<file path="src/esbm_pkg.sv">
// Constants, register map and state type for the energy buffer mode control block.
// Behaviour
// - A command write with bit 0 set enables on-demand operation; clear disables it.
// - A command write with bit 1 set enables continuous operation; clear disables it.
// - In continuous operation the force-active bit moves straight to the active state.
// - A command write with bit 3 set clears the optimizer result of the profile.
// - Bit 7 of the auto configuration register enables or disables auto operation.
// - Without auto support the auto-enable bit resets to 0 and never becomes 1.
// - In continuous operation the charger restarts whenever the capacitor drops below target.
// - In continuous operation the capacitor recharges by itself after an energy pulse.
// - In continuous operation ready rises once the capacitor reaches its target.
// - Continuous operation returns to standby only when continuous and force bits clear.
// - On-demand charges first, then regulates the output, ready once it can deliver.
// - On-demand operation ends when the on-demand and force bits are both clear.
// - With auto enabled a trigger rising edge sets on-demand and starts one cycle.
// - In auto operation charging completion enters active; ready once output regulates.
// - After a short trigger, active ends once load stays below no-load long enough.
// - After a long trigger, active ends when the trigger pin falls.
// - A trigger falling during the charge state counts as a short trigger.
// - With auto support, reset gives auto on, 3.0 V, 8 mA and profile 1.
// - Mode changes between continuous, on-demand and auto are accepted at any time.
// - Status bit 0 always mirrors the ready output.
// - Ready drops when the controlling mode bits clear or the capacitor is depleted.
package esbm_pkg;
  localparam logic [6:0] STATUS_ADDR   = 7'h00;
  localparam logic [6:0] PROF_HI_ADDR  = 7'h07;
  localparam logic [6:0] CMD_ADDR      = 7'h08;
  localparam logic [6:0] AUTO_CFG_ADDR = 7'h0b;
  localparam int         CMD_EOD_BIT   = 0;
  localparam int         CMD_ECM_BIT   = 1;
  localparam int         CMD_ACT_BIT   = 2;
  localparam int         CMD_RSTPF_BIT = 3;
  localparam int         CMD_PROF_LSB  = 4;
  localparam int         PROF_HI_LSB   = 0;
  localparam int         AUTO_EN_BIT   = 7;
  localparam int         STATUS_RDY    = 0;
  localparam logic [5:0] PROF_RST      = 6'h01;
  // Converter codes for 3.0 V and 8 mA; the analog trim tables decide the encoding.
  localparam logic [3:0] VSET_RST      = 4'h0;
  localparam logic [2:0] ICH_RST       = 3'h0;
  localparam int         CLK_MHZ       = 50;
  localparam int         NL_TIME_US    = 1000;
  localparam int         NL_CYCLES_DEF = NL_TIME_US * CLK_MHZ;
  localparam int         SYNC_STAGES   = 2;
  typedef enum logic [1:0] {ESBM_STANDBY, ESBM_CHARGE, ESBM_ACTIVE} esbm_state_t;
endpackage : esbm_pkg

</file>
<file path="src/esbm_sync.sv">
// Two-stage synchroniser for a group of asynchronous input levels.
`timescale 1ns/100ps
module esbm_sync #(
  parameter int WIDTH = 1
) (
  input  wire logic             clk,
  input  wire logic             resetn,
  input  wire logic [WIDTH-1:0] d_in,
  output logic      [WIDTH-1:0] d_sync
);
  logic [WIDTH-1:0] meta_r;

  // The first stage feeds only the second stage, so metastability never reaches logic.
  always_ff @(posedge clk)
  begin
    if (!resetn)
    begin
      meta_r <= '0;
      d_sync <= '0;
    end
    else
    begin
      meta_r <= d_in;
      d_sync <= meta_r;
    end
  end
endmodule : esbm_sync

</file>
<file path="src/esbm_mode_ctrl.sv">
// Mode, state and ready control of the battery buffering converter.
`timescale 1ns/100ps
module esbm_mode_ctrl #(
  parameter bit AUTO_CAPABLE = 1'b1,
  parameter int NL_CYCLES    = esbm_pkg::NL_CYCLES_DEF
) (
  input  wire logic       clk,
  input  wire logic       resetn,
  input  wire logic       reg_wr_en,
  input  wire logic       reg_rd_en,
  input  wire logic [6:0] reg_addr,
  input  wire logic [7:0] reg_wdata,
  output logic      [7:0] reg_rdata,
  input  wire logic       start_pin,
  input  wire logic       cap_below_target,
  input  wire logic       cap_depleted,
  input  wire logic       output_in_reg,
  input  wire logic       load_below_nl,
  output logic            ready,
  output logic            charge_en,
  output logic            active_en,
  output logic            opt_clear,
  output logic      [5:0] opt_profile,
  output logic      [3:0] vset_code,
  output logic      [2:0] ich_code
);
  logic [4:0]             pins_s;
  logic                   start_s;
  logic                   cap_below_s;
  logic                   cap_dep_s;
  logic                   out_reg_s;
  logic                   load_nl_s;
  logic                   start_d_r;
  logic                   start_rise;
  logic                   start_fall;
  logic                   cmd_wr;
  logic                   cfg_wr;
  logic                   prof_hi_wr;
  logic                   auto_trig;
  logic                   auto_end;
  logic                   eod_r;
  logic                   ecm_r;
  logic                   act_r;
  logic                   automode_r;
  logic                   auto_cycle_r;
  logic                   long_r;
  logic                   any_mode;
  logic                   cont_mode;
  logic                   nl_done;
  logic [31:0]            nl_cnt_r;
  logic [5:0]             prof_r;
  esbm_pkg::esbm_state_t  state_r;
  esbm_pkg::esbm_state_t  state_nxt;

  esbm_sync #(
    .WIDTH (5)
  ) u_sync (
    .clk    (clk),
    .resetn (resetn),
    .d_in   ({start_pin, cap_below_target, cap_depleted, output_in_reg, load_below_nl}),
    .d_sync (pins_s)
  );

  assign start_s     = pins_s[4];
  assign cap_below_s = pins_s[3];
  assign cap_dep_s   = pins_s[2];
  assign out_reg_s   = pins_s[1];
  assign load_nl_s   = pins_s[0];

  always_ff @(posedge clk)
  begin
    if (!resetn)
      start_d_r <= 1'b0;
    else
      start_d_r <= start_s;
  end

  assign start_rise = start_s && !start_d_r;
  assign start_fall = !start_s && start_d_r;
  assign cmd_wr     = reg_wr_en && (reg_addr == esbm_pkg::CMD_ADDR);
  assign cfg_wr     = reg_wr_en && (reg_addr == esbm_pkg::AUTO_CFG_ADDR);
  assign prof_hi_wr = reg_wr_en && (reg_addr == esbm_pkg::PROF_HI_ADDR);
  assign auto_trig  = automode_r && start_rise;
  assign any_mode   = eod_r || ecm_r || act_r;
  assign cont_mode  = ecm_r && !eod_r;
  assign nl_done    = (nl_cnt_r == 32'(NL_CYCLES - 1));
  assign auto_end   = (state_r == esbm_pkg::ESBM_ACTIVE) && auto_cycle_r && !auto_trig
                      && (long_r ? !start_s : nl_done);

  // A trigger edge in the same cycle as a command write wins, so no start is lost.
  always_ff @(posedge clk)
  begin
    if (!resetn)
      eod_r <= 1'b0;
    else if (auto_trig)
      eod_r <= 1'b1;
    else if (cmd_wr)
      eod_r <= reg_wdata[esbm_pkg::CMD_EOD_BIT];
    else if (auto_end)
      eod_r <= 1'b0;
  end

  always_ff @(posedge clk)
  begin
    if (!resetn)
    begin
      ecm_r <= 1'b0;
      act_r <= 1'b0;
    end
    else if (cmd_wr)
    begin
      ecm_r <= reg_wdata[esbm_pkg::CMD_ECM_BIT];
      act_r <= reg_wdata[esbm_pkg::CMD_ACT_BIT];
    end
  end

  always_ff @(posedge clk)
  begin
    if (!resetn)
      automode_r <= AUTO_CAPABLE;
    else if (cfg_wr)
      automode_r <= reg_wdata[esbm_pkg::AUTO_EN_BIT] && AUTO_CAPABLE;
  end

  always_ff @(posedge clk)
  begin
    if (!resetn)
    begin
      prof_r    <= esbm_pkg::PROF_RST;
      vset_code <= esbm_pkg::VSET_RST;
      ich_code  <= esbm_pkg::ICH_RST;
    end
    else
    begin
      if (cmd_wr)
        prof_r[3:0] <= reg_wdata[esbm_pkg::CMD_PROF_LSB +: 4];
      if (prof_hi_wr)
        prof_r[5:4] <= reg_wdata[esbm_pkg::PROF_HI_LSB +: 2];
    end
  end

  assign opt_profile = prof_r;

  always_ff @(posedge clk)
  begin
    if (!resetn)
      opt_clear <= 1'b0;
    else
      opt_clear <= cmd_wr && reg_wdata[esbm_pkg::CMD_RSTPF_BIT];
  end

  // A software command write hands the cycle back to serial control.
  always_ff @(posedge clk)
  begin
    if (!resetn)
    begin
      auto_cycle_r <= 1'b0;
      long_r       <= 1'b0;
    end
    else if (auto_trig)
    begin
      auto_cycle_r <= 1'b1;
      long_r       <= 1'b1;
    end
    else
    begin
      if (cmd_wr || auto_end)
        auto_cycle_r <= 1'b0;
      if (state_r == esbm_pkg::ESBM_CHARGE && start_fall)
        long_r <= 1'b0;
    end
  end

  // The no-load filter only counts unbroken quiet time after a short trigger.
  always_ff @(posedge clk)
  begin
    if (!resetn)
      nl_cnt_r <= '0;
    else if (state_r == esbm_pkg::ESBM_ACTIVE && auto_cycle_r && !long_r && load_nl_s)
    begin
      if (!nl_done)
        nl_cnt_r <= nl_cnt_r + 32'd1;
    end
    else
      nl_cnt_r <= '0;
  end

  always_comb
  begin
    state_nxt = state_r;
    case (state_r)
      esbm_pkg::ESBM_STANDBY:
      begin
        if (act_r)
          state_nxt = esbm_pkg::ESBM_ACTIVE;
        else if (ecm_r || eod_r)
          state_nxt = esbm_pkg::ESBM_CHARGE;
      end
      esbm_pkg::ESBM_CHARGE:
      begin
        if (!any_mode)
          state_nxt = esbm_pkg::ESBM_STANDBY;
        else if (act_r)
          state_nxt = esbm_pkg::ESBM_ACTIVE;
        else if (eod_r && !cap_below_s)
          state_nxt = esbm_pkg::ESBM_ACTIVE;
      end
      esbm_pkg::ESBM_ACTIVE:
      begin
        if (!any_mode)
          state_nxt = esbm_pkg::ESBM_STANDBY;
        else if (!act_r && !eod_r)
          state_nxt = esbm_pkg::ESBM_CHARGE;
      end
      default:
        state_nxt = esbm_pkg::ESBM_STANDBY;
    endcase
  end

  always_ff @(posedge clk)
  begin
    if (!resetn)
      state_r <= esbm_pkg::ESBM_STANDBY;
    else
      state_r <= state_nxt;
  end

  // Charging in continuous mode is a refresh: it only runs while below target.
  always_ff @(posedge clk)
  begin
    if (!resetn)
    begin
      charge_en <= 1'b0;
      active_en <= 1'b0;
    end
    else
    begin
      charge_en <= (state_r == esbm_pkg::ESBM_CHARGE) && cap_below_s;
      active_en <= (state_r == esbm_pkg::ESBM_ACTIVE);
    end
  end

  always_ff @(posedge clk)
  begin
    if (!resetn)
      ready <= 1'b0;
    else if (cap_dep_s || !any_mode)
      ready <= 1'b0;
    else if (cont_mode && state_r == esbm_pkg::ESBM_CHARGE && !cap_below_s)
      ready <= 1'b1;
    else if (!cont_mode && state_r == esbm_pkg::ESBM_ACTIVE && out_reg_s)
      ready <= 1'b1;
  end

  // Only the status register reads back; the command registers are write-only.
  always_ff @(posedge clk)
  begin
    if (!resetn)
      reg_rdata <= 8'h00;
    else if (reg_rd_en)
    begin
      if (reg_addr == esbm_pkg::STATUS_ADDR)
        reg_rdata <= {7'h00, ready};
      else
        reg_rdata <= 8'h00;
    end
  end
endmodule : esbm_mode_ctrl

</file>
<file path="config.mk">
export PLATFORM = sky130hd
export DESIGN_NAME = esbm_mode_ctrl
export DESIGN_NICKNAME = d
export VERILOG_FILES = /design/src/esbm_pkg.sv /design/src/esbm_sync.sv /design/src/esbm_mode_ctrl.sv
export SDC_FILE = /design/constraint.sdc
export NUM_CORES = 1
export LEC_CHECK = 0
export BUFFER_PORTS_ARGS = -buffer_cell sky130_fd_sc_hd__clkbuf_2
export CAP_MARGIN = 20
export CORE_MARGIN = 4
export CORE_UTILIZATION = 60
export DETAILED_ROUTE_END_ITERATION = 8
export PLACE_DENSITY = 0.95
export REMOVE_ABC_BUFFERS = 1
export SLEW_MARGIN = 20
export SYNTH_ARGS = -nofsm -noshare
export SYNTH_HDL_FRONTEND = slang
export SYNTH_SLANG_ARGS = --single-unit
</file>
<file path="constraint.sdc">
create_clock -name clk -period 5.25 [get_ports clk]
set_clock_uncertainty 0.2 [all_clocks]
set_input_delay 0 -clock clk [delete_from_list [all_inputs] [get_ports clk]]
set_output_delay 0 -clock clk [all_outputs]
set_load 0.05 [all_outputs]
</file>
# == Yosys cells after proc, flatten, opt, wreduce, memory -nomap -nowiden ==
# Cells that the tools add are included.
# Widths: inputs -> output; s select.
# word_totals
in_bits,24
output_inout_bits,25
elab_cells,91
ff_bits,69
# classes
muxes,19
bitwise_logic,1
reduce_logical,43
eq_ne,9
addsub,1
# ops
cell,n
$add 32x1->32 const B,1
$eq 32x16->1 const B,1
$logic_and 1x1->1,21
$eq 7x4->1 const B,2
$mux 2,7
$mux 1,11
$logic_not 1->1,9
$eq 7x3->1 const B,1
$logic_not 7->1,1
$ne 3x3->1 const B,2
$pmux 2 s3,1
$reduce_bool 2->1,3
$logic_or 1x1->1,4
$ne 4x4->1 const B,1
$reduce_and 3->1,1
$reduce_bool 3->1,1
$eq 2x1->1 const B,1
$eq 2x2->1 const B,1
$logic_not 2->1,1
$reduce_and 2->1,1
$reduce_or 2->1,1
$not 1->1,1

# == Depth between registers and ports, before layout ==
# depth
word_depth,9
depth_mapped,7
depth_no_buf,6

# == Cells and area by module ==
# A second synthesis with hierarchy kept.
# unflattened
cells_unflattened,306
hier_area_um2,2763.9
# by_module_without_submodules
mod,n_inst,cells_per_inst,seq_area_each_um2,area_per_inst_um2
esbm_mode_ctrl,1,286,1041.0,2501.1
esbm_sync,1,20,200.2,262.8

# == Worst setup path before layout ==
# OpenSTA, ideal clock, no wires.
# synth_timing
kind,reg-to-reg
start,register nl_cnt_r[0]
end,register nl_cnt_r[16]
setup_time_ps,70
slack_ps,3364
t_arrival_ps,1616
stages_incl_launch_ff,7
path_buffers,0
required_time_ps,4980
period_less_slack_ps,1886
path_cell_list,dfxtp_1 -> ha_1 -> and3_1 -> nand2_2 -> or2_1 -> or4_1 -> a21oi_1
# synth_between
elab_chain_cells,1
elab_cells_between_ends,2
classes_between,1 x add/sub; 1 x eq/ne
# synth_lines
item,line_no,text
"start, declared",esbm_mode_ctrl.sv:50,logic [31:0] nl_cnt_r;
"start signal, assigned",esbm_mode_ctrl.sv:182,nl_cnt_r <= nl_cnt_r + 32'd1;
$add 32x1->32 / $eq 32x16->1 (equally long branches),"esbm_mode_ctrl.sv:182, esbm_mode_ctrl.sv:86",
# Parallel ways exist; a longest one is shown, timed or not.
# A chain may end at the register's enable or synchronous reset.

# == Final worst setup path ==
# layout_timing
start,register nl_cnt_r[26]
end,register eod_r
# layout_between
elab_chain_cells,4
# layout_lines
item,line_no,text
$eq 32x16->1,esbm_mode_ctrl.sv:86,assign nl_done = (nl_cnt_r == 32'(NL_CYCLES - 1));
$mux 1,esbm_mode_ctrl.sv:88,&& (long_r ? !start_s : nl_done);
$logic_and 1x1->1,esbm_mode_ctrl.sv:88,
$reduce_bool 3->1 (no line),-,
"end signal, assigned",esbm_mode_ctrl.sv:98,eod_r <= reg_wdata[esbm_pkg::CMD_EOD_BIT];
"end, declared",esbm_mode_ctrl.sv:41,logic eod_r;
# No other way between the ends.

==> impl_metrics.json <==
{
  "outcome": "finished, final reports clean",
  "drt-wirelength-per-cell_um": 16.6,
  "grt_overflow_total": 0,
  "fp.dieH_um": 77.1,
  "synthFlopType": "dfxtp_1",
  "fill_cells": 273,
  "layout-drive-gt1-share": 0.174,
  "r2r_start": "nl_cnt_r[26]",
  "mostFrequentLayoutCells": "dfxtp_1, clkbuf_2, nor2_1, nand2_1, dlygate4sd3_1",
  "cts_resized": 0,
  "final.period_utilization": 0.459,
  "cts_tree": "yes",
  "yosysWarnings": 0,
  "cp_max_fo": 17,
  "crit_buf_inv": 0,
  "finalHoldViolations": 0,
  "n_antenna_cell": 0,
  "drtAntennaViolNets": 0,
  "startpoint": "nl_cnt_r[26]",
  "ys_async_sr_fraction": 0,
  "arrival_ns": 2.45,
  "numPortBuffers": 34,
  "layout_commonest_cell": "dfxtp_1",
  "ys_types": 48,
  "endpoint": "eod_r",
  "min-delay-start": "load_below_nl",
  "p_sw_frac": 0.215,
  "firstDrtPassIters": 6,
  "crit_slowest_cell": "nor4_4",
  "cpLargestDelayFamily": "simple AND/OR/NAND/NOR gates",
  "cp-start-kind": "flip-flop",
  "power_density_nw_per_um2": 306,
  "grt_pass1_vias": 2488,
  "die_area_um2": 5950,
  "power.switching_w": 0.000227,
  "h-tree-depth": 3,
  "rows": 24,
  "synth_top_cell_by_area": "dfxtp_1",
  "start_util": 0.641,
  "core_area_um2": 4470,
  "via_per_inst": 6.03,
  "final-setup-viol-count": 0,
  "crit_type": "reg2reg",
  "min_path_type": "in2reg",
  "cts_sinks": 62,
  "grt_setup_unrepaired": "no",
  "antenna_found_initial": 0,
  "grt_max_degree": 32,
  "fmax_ghz": 0.415,
  "cp.depth": 5,
  "drc": 0,
  "r2r_cells": 5,
  "pre_cts_ws_ns": 3.00,
  "worst_pin_slew_ns": 0.773,
  "globalplace.congestion": 0.933,
  "synthCells": 318,
  "wl_um": 7170,
  "maxCapViolations": 0,
  "r2r_slack_ns": 2.84,
  "synth_area_um2": 2870,
  "cts-root-buf": "clkbuf_8",
  "timing.critical_path.cells": "nor4_1 -> nand3_1 -> nor4_4 -> nor4b_1 -> o31a_1",
  "nets": 400,
  "tns_ns": 0,
  "slew_headroom": 0.481,
  "cts_setup_buffers": 0,
  "cp-end-kind": "flip-flop",
  "cp_slowest_stage_delay_ns": 0.69,
  "clock_latency_ns": 0.34,
  "final-max-slew-violation-count": 0,
  "cts_made_buffers": 9,
  "synth_edf_count": 0,
  "vias": 2601,
  "post-dp-hpwl_um": 4120,
  "ys_seq_area_frac": 0.433,
  "synth.top_cell.area_share": 0.433,
  "syn_avg_cell_area_um2": 9.01,
  "grt_pass1_wl_um": 11600,
  "p_int_w": 0.000828,
  "cts_buffer_depth": 2,
  "finalCriticalPeriod_ns": 2.41,
  "worst_slack_ns": 2.84,
  "synth_area_leaders": "dfxtp_1, xnor2_1, nor2_1",
  "ir_drop_mv": 0.205,
  "ios": 49,
  "p_leak_nw": 1.31,
  "area_growth_pct": 20.4,
  "worstPathRequired_ns": 5.28,
  "rr_endpoint": "eod_r",
  "die_w_um": 77.1,
  "ys_ff_latch": 62,
  "pwr-share-comb": 0.065,
  "grt_use_total": 0.247,
  "pwr-share-clk": 0.476,
  "clkTransAtPathRegs_ns": 0.07,
  "drt_iter0_drc": 153,
  "seq_power_share": 0.459,
  "cts_hold_buf": 22
}
-- per-stage QoR --
step / std cells / hold WS [ns] / instance area, um2 / utilization / power, W
after floorplan: 307 / -0.138 / 2750 / - / 0.000531
final: 431 / 0.207 / 3450 / 0.772 / 0.00106
after global placement: 394 / 0.00117 / 3000 / 0.669 / 0.000546
after CTS: 431 / 0.191 / 3450 / 0.772 / 0.00105
after global routing: 431 / 0.210 / 3450 / 0.772 / 0.00109
after detailed placement: 394 / 0.0102 / 3000 / 0.669 / 0.000547
-- tightest hold or removal path, stage by stage --
cell	delay, ns
dlygate4sd3_1	0.52
clkbuf_2	0.09
and2_1	0.10
-- cells in the mapped netlist, types with 3 or more instances --
cell	instances
or3_1	7
nor2_1	31
o21ai_0	12
nor4b_1	3
xor2_1	6
dfxtp_1	62
nor2_2	3
nand4_2	3
clkbuf_1	5
nand3_1	12
inv_1	5
a21oi_1	10
nand4_1	8
buf_4	15
nor4_4	3
xnor2_1	16
nor2b_1	8
and2_1	18
nor3_1	12
nand2_1	28
nor4_1	9
mux2i_1	10
-- flip-flops by register name (all words and copies together), names as in the netlist, 2 cells and up --
register       count
nl_cnt_r          32
opt_profile        6
state_r            2
u_sync.d_sync      5
u_sync.meta_r      5
-- per-layer routing --
metal,up-vias,global-route usage,wire length (um)
met5,-,0,0
met4,0,0.126,281
met3,35,0.0785,485
met2,123,0.432,3680
met1,1243,0.266,2730
li1,1200,-,-
-- worst min path at each step --
stage                                  end  slack, ns  cells after the start
after floorplan                 automode_r      -0.14                      1
after global placement           opt_clear      0.001                      3
after detailed placement  u_sync.meta_r[1]       0.01                      2
after CTS                 u_sync.meta_r[0]       0.19                      3
after global routing      u_sync.meta_r[0]       0.21                      3
final                     u_sync.meta_r[0]       0.21                      3
-- area by class of cell --
class,instances,area (um2),share of cell area
tap,52,65.1,0.0188
inverter,5,18.8,0.00544
clock inverter,4,95.1,0.0275
timing repair buffer,57,398,0.115
sequential,62,1240,0.360
clock buffer,11,141,0.0410
multi-input combinational,240,1490,0.432
-- power groups by stage --
| stage | Sequential [W] | Combinational, W | Clock (W) |
|---|---|---|---|
| 2_1_floorplan | 0.000493 | 0.0000382 | 0 |
| 3_3_place_gp | 0.000494 | 0.0000521 | 0 |
| 3_5_place_dp | 0.000494 | 0.0000537 | 0 |
| 4_1_cts | 0.000483 | 0.0000643 | 0.000506 |
| 5_1_grt | 0.000485 | 0.0000729 | 0.000533 |
| 6_report | 0.000484 | 0.0000683 | 0.000503 |
-- cells by family (layout without fill, tap and decap cells) --
kind of cell,Yosys count,in the layout,synth area share
and+or+nand+nor,163,163,0.336
DFF,62,62,0.433
AOI/OAI and AO/OA,30,30,0.0602
buffers and inverters,29,77,0.0633
xor gates and xnor gates,22,22,0.0672
muxes,10,10,0.0349
adders and majority gates,1,1,0.00436
other,1,14,0.00131
Note: power is estimated with default switching activity, not from simulation.
